==> src/rtl/igc_pkg.sv <==
/*
  Shared constants and carrier types of the interrupt global control
  block: register offsets, field positions, reset values, event layout.
  Assumes a 32-bit APB register bus with byte addresses.
*/
package igc_pkg;

  // Register byte offsets
  localparam logic [7:0] OFF_ALU_FLAGS = 8'h00;
  localparam logic [7:0] OFF_CORE_CTRL = 8'h04;
  localparam logic [7:0] OFF_GCTRL_A   = 8'h08;
  localparam logic [7:0] OFF_GCTRL_B   = 8'h0C;
  localparam logic [7:0] OFF_EVT_STAT  = 8'h10;
  localparam logic [7:0] OFF_EVT_MASK  = 8'h14;

  // Field positions
  localparam int ALU_PRIO_LSB   = 5;
  localparam int ALU_PRIO_MSB   = 7;
  localparam int CORE_TOP_BIT   = 3;
  localparam int CORE_PSV_BIT   = 2;
  localparam int A_NEST_BIT     = 15;
  localparam int A_ARITH_BIT    = 4;
  localparam int A_ADDR_BIT     = 3;
  localparam int A_STACK_BIT    = 2;
  localparam int A_OSC_BIT      = 1;
  localparam int B_ALT_BIT      = 15;
  localparam int B_DEFER_BIT    = 14;
  localparam int B_POL_LSB      = 0;
  localparam int EXT_IRQS       = 3;
  localparam int EVT_EXT_LSB    = 0;
  localparam int EVT_TRAP_LSB   = 3;
  localparam int EVT_BITS       = 7;

  // Level at or above which user interrupts are all blocked
  localparam logic [3:0] PRIO_USER_MAX = 4'h7;

  // Reset values
  localparam logic [2:0] RST_PRIO_LOW = 3'h0;
  localparam logic       RST_BIT      = 1'b0;
  localparam logic [3:0] RST_TRAPS    = 4'h0;
  localparam logic [2:0] RST_POL      = 3'h0;
  localparam logic [6:0] RST_EVT      = 7'h00;

  typedef struct packed {
    logic arith;
    logic addr;
    logic stack;
    logic osc;
  } igc_trap_t;

  typedef struct packed {
    logic       load;
    logic [3:0] level;
  } igc_prio_t;

endpackage

==> src/rtl/igc_edge_det.sv <==
/*
  Edge detectors for the external interrupt pins, one per pin, with a
  per-pin polarity select. Assumes pins already synchronous to CLK.
*/
`timescale 1ns/1ps
module igc_edge_det #(
  parameter int N = 3
) (
  input  wire logic         CLK,   // System clock
  input  wire logic         RSTN,  // Sync reset, active low
  input  wire logic [N-1:0] PIN,   // External interrupt pins
  input  wire logic [N-1:0] POL,   // 1 falling, 0 rising
  output logic      [N-1:0] REQ    // One-cycle request pulses
);

  logic [N-1:0] cur;
  logic [N-1:0] prev;

  always_ff @(posedge CLK) begin
    if (!RSTN) begin
      cur  <= '0;
      prev <= '0;
    end else begin
      cur  <= PIN;
      prev <= cur;
    end
  end

  // Pulse lasts exactly the one cycle in which cur and prev differ
  genvar g;
  generate
    for (g = 0; g < N; g++) begin : g_det
      assign REQ[g] = POL[g] ? (prev[g] & ~cur[g])
                             : (~prev[g] & cur[g]);
    end
  endgenerate

endmodule

==> src/rtl/igc_top.sv <==
/*
  Interrupt global control: CPU priority level, nesting control, trap
  status flags, vector table select, deferral status, external pin
  edge polarity, and an event status/mask pair driving one IRQ line.
  Assumes an APB master on CLK and a core that reports traps as
  one-cycle pulses and priority changes through a load strobe.
*/
`timescale 1ns/1ps
module igc_top
  import igc_pkg::*;
#(
  parameter int AW = 8
) (
  input  wire logic              CLK,         // 250 MHz system clock
  input  wire logic              RSTN,        // Sync reset, active low
  input  wire logic              PSEL,        // APB select
  input  wire logic              PENABLE,     // APB access phase
  input  wire logic              PWRITE,      // APB write
  input  wire logic [AW-1:0]     PADDR,       // APB byte address
  input  wire logic [31:0]       PWDATA,      // APB write data
  input  wire logic [3:0]        PSTRB,       // APB byte strobes
  output logic      [31:0]       PRDATA,      // APB read data
  output logic                   PREADY,      // APB ready
  output logic                   PSLVERR,     // APB error
  input  wire igc_pkg::igc_trap_t TRAP,       // Trap pulses from core
  input  wire igc_pkg::igc_prio_t PRIO_SET,   // Core priority update
  input  wire logic              DEFER_ACTIVE, // Deferral in effect
  input  wire logic [2:0]        EXT_IRQ,     // External interrupt pins
  output logic      [3:0]        CPU_PRIO,    // CPU priority level
  output logic                   USER_BLOCK,  // User requests blocked
  output logic                   NEST_DIS,    // Nesting disabled
  output logic                   ALT_VEC,     // Alternate table in use
  output logic      [2:0]        EXT_REQ,     // Edge request pulses
  output logic                   IRQ          // Level interrupt
);
  import igc_pkg::*;

  logic            cpu_priority_top_bit;
  logic [2:0]      cpu_priority_low_bits;
  logic            psv;
  logic            nesting_disable;
  igc_trap_t       trap_flags;
  logic            alt_vector_table_select;
  logic [2:0]      ext_irq_edge_polarity;
  logic [6:0]      evt_stat;
  logic [6:0]      evt_mask;
  logic [2:0]      ext_req;
  logic            wr_en;
  logic            rd_setup;
  logic [15:0]     wd;
  logic [31:0]     next_rdata;
  logic            next_err;
  logic [6:0]      evt_now;
  logic [3:0]      trap_vec;

  function automatic logic hit(input logic [AW-1:0] a,
                               input logic [7:0]    off);
    return a == AW'(off);
  endfunction

  function automatic logic mapped(input logic [AW-1:0] a);
    return hit(a, OFF_ALU_FLAGS) | hit(a, OFF_CORE_CTRL) |
           hit(a, OFF_GCTRL_A)   | hit(a, OFF_GCTRL_B)   |
           hit(a, OFF_EVT_STAT)  | hit(a, OFF_EVT_MASK);
  endfunction

  // Zero-wait slave; write lands at the access edge
  assign PREADY   = 1'b1;
  assign wr_en    = PSEL & PENABLE & PWRITE & mapped(PADDR);
  assign rd_setup = PSEL & ~PENABLE;
  // Only the two low byte lanes carry register bits
  assign wd       = {PSTRB[1] ? PWDATA[15:8] : 8'h00,
                     PSTRB[0] ? PWDATA[7:0]  : 8'h00};

  // CPU priority level
  always_ff @(posedge CLK) begin
    if (!RSTN) begin
      cpu_priority_low_bits <= RST_PRIO_LOW;
    end else if (PRIO_SET.load) begin
      cpu_priority_low_bits <= PRIO_SET.level[2:0];
    end else if (wr_en && hit(PADDR, OFF_ALU_FLAGS) && PSTRB[0]
                 && !nesting_disable) begin
      cpu_priority_low_bits <= wd[ALU_PRIO_MSB:ALU_PRIO_LSB];
    end
  end

  // Top bit follows hardware only; software may clear, never set
  always_ff @(posedge CLK) begin
    if (!RSTN) begin
      cpu_priority_top_bit <= RST_BIT;
    end else if (PRIO_SET.load) begin
      cpu_priority_top_bit <= PRIO_SET.level[3];
    end else if (wr_en && hit(PADDR, OFF_CORE_CTRL) && PSTRB[0]
                 && !wd[CORE_TOP_BIT]) begin
      cpu_priority_top_bit <= 1'b0;
    end
  end

  always_ff @(posedge CLK) begin
    if (!RSTN) begin
      psv <= RST_BIT;
    end else if (wr_en && hit(PADDR, OFF_CORE_CTRL) && PSTRB[0]) begin
      psv <= wd[CORE_PSV_BIT];
    end
  end

  assign CPU_PRIO   = {cpu_priority_top_bit,
                       cpu_priority_low_bits};
  assign USER_BLOCK = CPU_PRIO >= PRIO_USER_MAX;

  // Control A: nesting disable
  always_ff @(posedge CLK) begin
    if (!RSTN) begin
      nesting_disable <= RST_BIT;
    end else if (wr_en && hit(PADDR, OFF_GCTRL_A) && PSTRB[1]) begin
      nesting_disable <= wd[A_NEST_BIT];
    end
  end

  // Trap flags: software writes both ways, a trap pulse always wins
  assign trap_vec = TRAP;
  always_ff @(posedge CLK) begin
    if (!RSTN) begin
      trap_flags <= RST_TRAPS;
    end else begin
      if (wr_en && hit(PADDR, OFF_GCTRL_A) && PSTRB[0]) begin
        trap_flags <= wd[A_ARITH_BIT:A_OSC_BIT] | trap_vec;
      end else begin
        trap_flags <= trap_flags | trap_vec;
      end
    end
  end

  // Control B: vector table select and pin polarities
  always_ff @(posedge CLK) begin
    if (!RSTN) begin
      alt_vector_table_select <= RST_BIT;
    end else if (wr_en && hit(PADDR, OFF_GCTRL_B) && PSTRB[1]) begin
      alt_vector_table_select <= wd[B_ALT_BIT];
    end
  end

  always_ff @(posedge CLK) begin
    if (!RSTN) begin
      ext_irq_edge_polarity <= RST_POL;
    end else if (wr_en && hit(PADDR, OFF_GCTRL_B) && PSTRB[0]) begin
      ext_irq_edge_polarity <= wd[B_POL_LSB+2:B_POL_LSB];
    end
  end

  assign NEST_DIS = nesting_disable;
  assign ALT_VEC  = alt_vector_table_select;

  igc_edge_det #(
    .N (EXT_IRQS)
  ) u_edge (
    .CLK  (CLK),
    .RSTN (RSTN),
    .PIN  (EXT_IRQ),
    .POL  (ext_irq_edge_polarity),
    .REQ  (ext_req)
  );
  assign EXT_REQ = ext_req;

  // Event status, write one to clear; a new event wins over the clear
  assign evt_now = {trap_vec, ext_req};
  always_ff @(posedge CLK) begin
    if (!RSTN) begin
      evt_stat <= RST_EVT;
    end else if (wr_en && hit(PADDR, OFF_EVT_STAT) && PSTRB[0]) begin
      evt_stat <= (evt_stat & ~wd[6:0]) | evt_now;
    end else begin
      evt_stat <= evt_stat | evt_now;
    end
  end

  always_ff @(posedge CLK) begin
    if (!RSTN) begin
      evt_mask <= RST_EVT;
    end else if (wr_en && hit(PADDR, OFF_EVT_MASK) && PSTRB[0]) begin
      evt_mask <= wd[6:0];
    end
  end

  assign IRQ = |(evt_stat & evt_mask);

  // Read data captured in the setup cycle, shown in the access cycle
  always_comb begin
    next_rdata = 32'h0000_0000;
    next_err   = ~mapped(PADDR);
    if (hit(PADDR, OFF_ALU_FLAGS)) begin
      next_rdata[ALU_PRIO_MSB:ALU_PRIO_LSB] = cpu_priority_low_bits;
    end
    if (hit(PADDR, OFF_CORE_CTRL)) begin
      next_rdata[CORE_TOP_BIT] = cpu_priority_top_bit;
      next_rdata[CORE_PSV_BIT] = psv; // bits 1:0 stay zero
    end
    if (hit(PADDR, OFF_GCTRL_A)) begin
      next_rdata[A_NEST_BIT]             = nesting_disable;
      next_rdata[A_ARITH_BIT:A_OSC_BIT]  = trap_flags;
    end
    if (hit(PADDR, OFF_GCTRL_B)) begin
      next_rdata[B_ALT_BIT]   = alt_vector_table_select;
      next_rdata[B_DEFER_BIT] = DEFER_ACTIVE;
      next_rdata[B_POL_LSB+2:B_POL_LSB] = ext_irq_edge_polarity;
    end // bits 13:3 stay zero
    if (hit(PADDR, OFF_EVT_STAT)) begin
      next_rdata[6:0] = evt_stat;
    end
    if (hit(PADDR, OFF_EVT_MASK)) begin
      next_rdata[6:0] = evt_mask;
    end
  end

  always_ff @(posedge CLK) begin
    if (!RSTN) begin
      PRDATA  <= 32'h0000_0000;
      PSLVERR <= 1'b0;
    end else if (rd_setup) begin
      PRDATA  <= PWRITE ? 32'h0000_0000 : next_rdata;
      PSLVERR <= next_err;
    end
  end

  genvar gi;
  generate
    for (gi = 0; gi < EXT_IRQS; gi++) begin : g_chk

    end
  endgenerate
endmodule

==> config.mk <==
export PLATFORM = sky130hd
export DESIGN_NAME = igc_top
export DESIGN_NICKNAME = d
export VERILOG_FILES = /design/src/rtl/igc_pkg.sv /design/src/rtl/igc_edge_det.sv /design/src/rtl/igc_top.sv
export SDC_FILE = /design/constraint.sdc
export NUM_CORES = 1
export LEC_CHECK = 0
export BUFFER_PORTS_ARGS = -buffer_cell sky130_fd_sc_hd__buf_4
export CAP_MARGIN = 20
export CORE_MARGIN = 4
export CORE_UTILIZATION = 40
export DETAILED_ROUTE_END_ITERATION = 7
export PLACE_DENSITY = 0.7
export SLEW_MARGIN = 40
export SYNTH_ARGS = -nofsm -noshare
export SYNTH_HDL_FRONTEND = slang
export SYNTH_SLANG_ARGS = --single-unit
==> constraint.sdc <==
create_clock -name CLK -period 3.65 [get_ports CLK]
set_input_delay 0.5475 -clock CLK [delete_from_list [all_inputs] [get_ports CLK]]
set_output_delay 0.5475 -clock CLK [all_outputs]
set_load 0.005 [all_outputs]
==> flow_summary.json, run 1 <==
{
  "power-per-cell-area_nw_per_um2": 338,
  "maxCapViolCount": 0,
  "dp_slack_ns": 1.54,
  "viasPerCell": 5.31,
  "grt_pass1_vias": 1957,
  "power.total_uw": 955,
  "status": "finished, final reports clean",
  "synth_warnings": 0,
  "initialDrtViolationCount": 138,
  "finalWeightedCongestion": 0.836,
  "fmax_ghz": 0.546,
  "syn2layout_area_growth_pct": 20.2,
  "drive_gt1_share_pct": 24.4,
  "period_minus_slack_ns": 1.83,
  "leakage_nw": 1.23,
  "row_count": 27,
  "antenna_found_initial": 0,
  "grt_max_degree": 42,
  "async_flop_share_pct": 0,
  "ys_types": 50,
  "synth.avg_cell_area_sq_um": 9.11,
  "dp.cells": 375,
  "synth_fa_ha_area_share_pct": 0,
  "crit_slowest_cell": "dfxtp_1",
  "arrival_ns": 1.28,
  "maxSlewViolCount": 0,
  "design_area_sq_um": 2830,
  "cts.sinks": 45,
  "ys_seq_area_share_pct": 38.3,
  "grt_use_total_pct": 16.5,
  "dpl_cell_area_sq_um": 2740,
  "clock_latency_ns": 0.29,
  "netlist_instances": 258,
  "crit_fanout": 3,
  "portBuffers": 58,
  "synthesis.area_sq_um": 2350,
  "post_cts_buffers": 0,
  "dp_hpwl_um": 4370,
  "yosys.area_share.simple_pct": 25.2,
  "drcViolationCount": 0,
  "cp.required_ns": 3.10,
  "grt-ovfl-total": 0,
  "die_x_um": 84.7,
  "dieArea_sq_um": 7170,
  "initial_core_util_pct": 41.9,
  "synth_compound_area_share_pct": 17.4,
  "cts_max_level": 2,
  "slew_headroom_pct": 60.4,
  "hp-class": "input pin to flip-flop",
  "worst_pin_slew_ns": 0.592,
  "cts_made_buffers": 5,
  "setup_slack_ns": 1.82,
  "synth_mux_area_share_pct": 8.14,
  "synth_xor_xnor_area_share_pct": 0,
  "die_y_um": 84.7,
  "crit_buf_inv": 1,
  "cts-root-buf": "clkbuf_8",
  "cts.clk_slew.worst_paths_ns": 0.09,
  "drt_first_pass_iters": 4,
  "fin_cells": 383,
  "synth_top_family_by_area": "simple AND/OR/NAND/NOR gates",
  "io_pins": 107,
  "hold_buffers": 0,
  "antennaDiodeCount": 0,
  "vias": 2032,
  "clockBufferDepth": 2,
  "mostFrequentLayoutCell": "buf_4",
  "setup-tns-final_ns": 0,
  "grt_pass1_wl_um": 9580,
  "skew_ns": 0.00418,
  "critPathMaxStageDelay_ns": 0.34,
  "drt_wl_total_um": 5870,
  "core_area_sq_um": 5610,
  "critPathKind": "flip-flop to output pin",
  "cp_top_family": "flip-flops",
  "ir_worst_vdd_v": 0.000170,
  "cts_tree": "yes",
  "final_cell_mix": "buf_4, dfxtp_1, conb_1",
  "ant_nets": 0,
  "path_cells": "a222oi_1 -> nand3_1 -> buf_4",
  "final_nets": 372,
  "finalHoldViolations": 0,
  "n_fill_cell": 557,
  "wire_per_inst_um": 15.3,
  "setup.worst_path.end_class": "output pin",
  "min_period_over_period_pct": 50.2,
  "cp-start-kind": "flip-flop",
  "rsz0062_at_grt": "false",
  "cts_resized": 0,
  "ys_ff_latch": 45,
  "finalSetupViolCount": 0,
  "ys.flop_type": "dfxtp_1",
  "synth_edf_count": 0
}
[per-layer routing]
metal | track usage (%) | part of all wire (%) | vias up
li1 | - | - | 1002
met2 | 25.0 | 47 | 81
met3 | 5.00 | 7.8 | 8
met5 | 0 | 0 | -
met4 | 6.33 | 1.3 | 0
met1 | 22.1 | 44 | 941
[worst paths after layout]
| path | slack, ns | start | endpoint | cells after the start |
|---|---|---|---|---|
| worst max register to register | 2.34 | NEST_DIS | cpu_priority_low_bits[0] | 3 |
| worst max-delay path | 1.82 | evt_stat[3] | IRQ | 3 |
| worst min register to register | 0.45 | PRDATA[5] | PRDATA[5] | 2 |
| worst min-delay path | 0.45 | EXT_IRQ[0] | u_edge.cur[0] | 2 |
[power by group]
group | internal [mW] | leakage, nW | total [mW] | switching [mW]
Clock | 0.136 | 0.0445 | 0.312 | 0.176
Sequential | 0.506 | 0.368 | 0.517 | 0.0110
Combinational | 0.0605 | 0.821 | 0.126 | 0.0657
[area by class of cell]
| cell class | count | area [sq um] | share of cell area, % |
|---|---|---|---|
| clock buffers | 5 | 68.8 | 2.44 |
| clock inverters | 3 | 21.3 | 0.753 |
| inverters | 8 | 30.0 | 1.06 |
| multi-input cells | 192 | 1280 | 45.3 |
| flip-flops and latches | 45 | 901 | 31.9 |
| well taps | 72 | 90.1 | 3.19 |
| repair buffers | 58 | 435 | 15.4 |
[metrics by stage]
stage	util [%]	hold WS, ns
after floorplan	-	0.442
after global placement	48.8	0.438
after detailed placement	48.8	0.445
after CTS	50.4	0.441
after global routing	50.4	0.431
final	50.4	0.451
[cells in the mapped netlist, types with 6 or more instances]
| cell type | n | area share (%) |
|---|---|---|
| a21oi_1 | 6 | 1.3 |
| nand2_1 | 17 | 2.7 |
| dfxtp_1 | 45 | 38 |
| nand2b_1 | 7 | 1.9 |
| inv_1 | 8 | 1.3 |
| buf_4 | 24 | 7.7 |
| nor2b_1 | 13 | 3.5 |
| clkbuf_1 | 8 | 1.3 |
| nor2_1 | 8 | 1.3 |
| mux2i_1 | 18 | 7.7 |
| o21ai_0 | 11 | 2.3 |
| and2_1 | 8 | 2.1 |
[cells by family after synthesis]
group | Yosys count
multiplexers | 19
AND/OR/NAND/NOR | 91
AO/OA/AOI/OAI | 59
buffers and inverters | 42
other | 2
flip-flops | 45
[flip-flops by register name, summed over array words and instances, names as in the netlist]
register	count
ALT_VEC	1
NEST_DIS	1
PRDATA	10
PSLVERR	1
cpu_priority_low_bits	3
cpu_priority_top_bit	1
evt_mask	7
evt_stat	7
ext_irq_edge_polarity	3
psv	1
trap_flags	4
u_edge.cur	3
u_edge.prev	3
(Power assumes the default switching activity.)
==> inputs of run 2 (changes only) <==
--- a/config.mk
+++ b/config.mk
@@ -10,7 +10,7 @@
 export CORE_MARGIN = 4
 export CORE_UTILIZATION = 40
 export DETAILED_ROUTE_END_ITERATION = 7
-export PLACE_DENSITY = 0.7
+export PLACE_DENSITY = 0.73
 export SLEW_MARGIN = 40
 export SYNTH_ARGS = -nofsm -noshare
 export SYNTH_HDL_FRONTEND = slang
==> constraint.sdc (replaced) <==
create_clock -name CLK -period 1.62 [get_ports CLK]
set_input_delay 0.243 -clock CLK [delete_from_list [all_inputs] [get_ports CLK]]
set_output_delay 0.243 -clock CLK [all_outputs]
set_load 0.005 [all_outputs]
==> flow_summary.json, run 2 (synthesis gave the netlist of run 1 again) <==
{
  "cp_top_family": "flip-flops",
  "setup_slack_ns": 0.125,
  "viasPerCell": 5.24,
  "finalHoldViolations": 0,
  "cts-root-buf": "clkbuf_8",
  "leakage_nw": 1.35,
  "status": "finished, final reports clean",
  "antenna_found_initial": 0,
  "rrSetupSlack_ns": 0.33,
  "setup.worst_path.end_class": "output pin",
  "clockBufferDepth": 2,
  "top_layer": "met4",
  "mostFrequentLayoutCell": "buf_4",
  "design_area_sq_um": 3010,
  "skew_ns": 0.00942,
  "die_y_um": 84.7,
  "initialDrtViolationCount": 202,
  "finalSetupViolCount": 0,
  "wl_met1_um": 2690,
  "io_pins": 107,
  "cp-endpoint": "IRQ",
  "dpl_cell_area_sq_um": 2930,
  "clock_latency_ns": 0.30,
  "cts_made_buffers": 5,
  "power-per-cell-area_nw_per_um2": 720,
  "largest_reg_flops": 10,
  "antennaDiodeCount": 0,
  "finalWeightedCongestion": 0.820,
  "hold_buffers": 0,
  "r2r_cells": 3,
  "dr_wl_met3_um": 434,
  "rsz0062_at_grt": "false",
  "critPathMaxStageDelay_ns": 0.34,
  "cts.sinks": 45,
  "crit_start": "evt_stat[3]",
  "cts.clk_slew.worst_paths_ns": 0.09,
  "final_nets": 398,
  "dp_slack_ns": -0.0573,
  "power.total_mw": 2.17,
  "maxSlewViolCount": 0,
  "reg.largest.list": "PRDATA: 10 flops, evt_mask: 7 flops, evt_stat: 7 flops",
  "core_area_sq_um": 5610,
  "min_from": "PWDATA[5]",
  "portBuffers": 58,
  "cp-start-kind": "flip-flop",
  "wire_per_inst_um": 14.9,
  "grt_use_total_pct": 16.7,
  "cp.required_ns": 1.38,
  "cts_max_level": 2,
  "initial_core_util_pct": 41.9,
  "top_register": "PRDATA",
  "final_cell_mix": "buf_4, dfxtp_1, conb_1",
  "syn2layout_area_growth_pct": 28.2,
  "ant_nets": 0,
  "crit_buf_inv": 1,
  "path_cells": "a222oi_1 -> nand3_1 -> buf_4",
  "routed-wl-met2_um": 2900,
  "ir_worst_vdd_v": 0.000418,
  "drt_wl_total_um": 6090,
  "die_x_um": 84.7,
  "vias": 2145,
  "drt_first_pass_iters": 4,
  "drive_gt1_share_pct": 29.7,
  "grt-ovfl-total": 0,
  "worstSetupPathDepth": 3,
  "min_period_over_period_pct": 92.3,
  "grt_pass1_vias": 2089,
  "cts_tree": "yes",
  "maxCapViolCount": 0,
  "row_count": 27,
  "drcViolationCount": 0,
  "post_cts_buffers": 0,
  "grt_pass1_wl_um": 9690,
  "crit_slowest_cell": "dfxtp_1",
  "grt_max_degree": 24,
  "cts_resized": 0,
  "r2r-start": "NEST_DIS",
  "critPathKind": "flip-flop to output pin",
  "dp_hpwl_um": 4810,
  "crit_fanout": 3,
  "period_minus_slack_ns": 1.50,
  "setup-tns-final_ns": 0,
  "hp-class": "input pin to flip-flop",
  "r2r_end": "cpu_priority_low_bits[0]",
  "dieArea_sq_um": 7170,
  "arrival_ns": 1.25,
  "fmax_ghz": 0.669
}
[run 2: changes by cell type in the layout (fill, tap and decap cells not counted), sizes merged]
cell / previous run / this run
buf: 58 / 84
clkbuf: 5 / 7
inv: 9 / 8
clkinv: 1 / 0
[run 2: area by class of cell]
type	count	area (sq um)
inverters	8	30.0
fillers	556	2590
flip-flops and latches	45	901
well taps	72	90.1
repair buffers	84	631
clock inverters	1	7.51
multi-input cells	192	1280
clock buffers	7	76.3
[run 2: worst register-to-register path, cell delays in order, from the launching register on]
cell and delay [ns]:
dfxtp_1 0.35, or4_4 0.55, nor3_4 0.16, a221o_1 0.17
[run 2: metal layers]
layer | vias up | GRT usage (%)
met5 | - | 0
met4 | 0 | 5.47
met3 | 9 | 4.02
met2 | 66 | 28.3
met1 | 1020 | 20.8
li1 | 1050 | -
[run 2: worst min path at each step]
stage | endpoint | slack [ns] | depth (start not counted)
after global routing | evt_stat[4] | 0.14 | 2
after global placement | PRDATA[6] | 0.44 | 2
after detailed placement | PRDATA[5] | 0.44 | 2
final | evt_stat[5] | 0.14 | 2
after CTS | evt_stat[5] | 0.14 | 2
after floorplan | evt_stat[3] | 0.34 | 1
[run 2: power breakdown]
part	total, mW	switching, mW	leakage, nW	internal (mW)
combinational	0.314	0.154	0.946	0.160
clock	0.692	0.386	0.0385	0.306
sequential	1.17	0.0256	0.368	1.14
total	2.17	0.565	1.35	1.61
[run 2: stage by stage]
step,utilization (%),hold WS (ns),cells
after floorplan,-,0.344,279
after global placement,52.3,0.437,401
after detailed placement,52.3,0.442,401
after CTS,53.7,0.137,409
after global routing,53.7,0.142,409
final,53.7,0.140,409
==> inputs of run 3 (changes only) <==
--- a/config.mk
+++ b/config.mk
@@ -10,7 +10,8 @@
 export CORE_MARGIN = 4
 export CORE_UTILIZATION = 40
 export DETAILED_ROUTE_END_ITERATION = 7
-export PLACE_DENSITY = 0.73
+export PLACE_DENSITY = 0.7
+export REMOVE_ABC_BUFFERS = 1
 export SLEW_MARGIN = 40
 export SYNTH_ARGS = -nofsm -noshare
 export SYNTH_HDL_FRONTEND = slang
==> constraint.sdc (replaced) <==
create_clock -name CLK -period 1.9 [get_ports CLK]
set_input_delay 0.285 -clock CLK [delete_from_list [all_inputs] [get_ports CLK]]
set_output_delay 0.285 -clock CLK [all_outputs]
set_load 0.005 [all_outputs]
==> flow_summary.json, run 3 (synthesis gave the netlist of run 1 again) <==
{
  "initialDrtViolationCount": 125,
  "grt_use_total_pct": 16.6,
  "grt_max_degree": 25,
  "drive_gt1_share_pct": 26.9,
  "clockBufferDepth": 2,
  "reg.largest.list": "PRDATA: 10 flops, evt_mask: 7 flops, evt_stat: 7 flops",
  "cts.clk_slew.worst_paths_ns": 0.09,
  "portBuffers": 58,
  "maxSlewViolCount": 0,
  "leakage_nw": 1.29,
  "mostFrequentLayoutCell": "buf_4",
  "grt_pass1_wl_um": 9470,
  "antenna_found_initial": 0,
  "finalWeightedCongestion": 0.824,
  "row_count": 27,
  "die_y_um": 84.7,
  "core_area_sq_um": 5610,
  "final_nets": 384,
  "cts-root-buf": "clkbuf_8",
  "cp.required_ns": 1.62,
  "setup.worst_path.end_class": "output pin",
  "post_cts_buffers": 0,
  "drt_wl_total_um": 5880,
  "die_x_um": 84.7,
  "min_period_over_period_pct": 84.3,
  "wire_per_inst_um": 14.9,
  "largest_reg_flops": 10,
  "cts_resized": 0,
  "fmax_ghz": 0.624,
  "initial_core_util_pct": 41.9,
  "cts_tree": "yes",
  "hold_buffers": 0,
  "arrival_ns": 1.32,
  "holdWs_ns": 0.164,
  "viasPerCell": 5.20,
  "clock_latency_ns": 0.31,
  "dp_hpwl_um": 4540,
  "cts_max_level": 2,
  "final_cell_mix": "buf_4, dfxtp_1, conb_1",
  "syn2layout_area_growth_pct": 23.9,
  "skew_ns": 0.00634,
  "cts.sinks": 45,
  "cts_made_buffers": 5,
  "maxCapViolCount": 0,
  "ant_nets": 0,
  "rsz0062_at_grt": "false",
  "io_pins": 107,
  "finalSetupViolCount": 0,
  "hp-class": "input pin to flip-flop",
  "vias": 2055,
  "status": "finished, final reports clean",
  "setup-tns-final_ns": 0,
  "ir_worst_vdd_v": 0.000345,
  "cp-start-kind": "flip-flop",
  "grt_pass1_vias": 1925,
  "antennaDiodeCount": 0,
  "period_minus_slack_ns": 1.60,
  "drt_first_pass_iters": 4,
  "finalHoldViolations": 0,
  "fin_util_pct": 51.9,
  "power-per-cell-area_nw_per_um2": 631,
  "drcViolationCount": 0,
  "crit_fanout": 3,
  "grt-ovfl-total": 0,
  "top_register": "PRDATA",
  "dieArea_sq_um": 7170,
  "critPathKind": "flip-flop to output pin"
}
run 3: cell count changes in the layout (fill, tap and decap cells not counted):
cell / delta
clkbuf_1: -1
clkinvlp_4: +1
buf_4: -14
run 3: final timing paths:
kind | startpoint | endpoint | slack, ns | cells after the start
hold reg to reg | PRDATA[5] | PRDATA[5] | 0.45 | 2
setup / recovery | evt_stat[3] | IRQ | 0.30 | 3
setup reg to reg | NEST_DIS | cpu_priority_low_bits[0] | 0.61 | 3
hold / removal | PWDATA[4] | evt_stat[4] | 0.16 | 2
run 3: through the flow:
step | instances | area (sq um) | setup WS [ns] | total power, mW
3_3_place_gp | 387 | 2830 | 0.168 | 1.26
5_1_grt | 395 | 2910 | 0.217 | 1.92
6_report | 395 | 2910 | 0.298 | 1.84
3_5_place_dp | 387 | 2830 | 0.153 | 1.27
2_1_floorplan | 245 | 2210 | 0.371 | 1.11
4_1_cts | 395 | 2910 | 0.258 | 1.85
run 3: layout make-up:
class,count,area (sq um)
clock inverter,2,15.0
tap,72,90.1
clock buffer,6,72.6
inverter,8,30.0
sequential,45,901
multi-input combinational,192,1280
fill,540,2700
timing repair buffer,70,526
run 3: power by group:
part	switching (mW)	internal, mW
sequential	0.0217	0.972
combinational	0.127	0.126
clock	0.334	0.259
run 3: per-layer routing:
metal / GRT usage (%) / vias up / part of all wire, %
li1: - / 1020 / -
met1: 20.8 / 949 / 45
met2: 27.4 / 76 / 47
met3: 4.02 / 10 / 6.4
met4: 6.04 / 0 / 1.9
met5: 0 / - / 0
run 3: worst max-delay path, cell delays in order (launching register included):
cell,delay (ns)
dfxtp_1,0.34
a222oi_1,0.37
nand3_1,0.14
buf_4,0.16
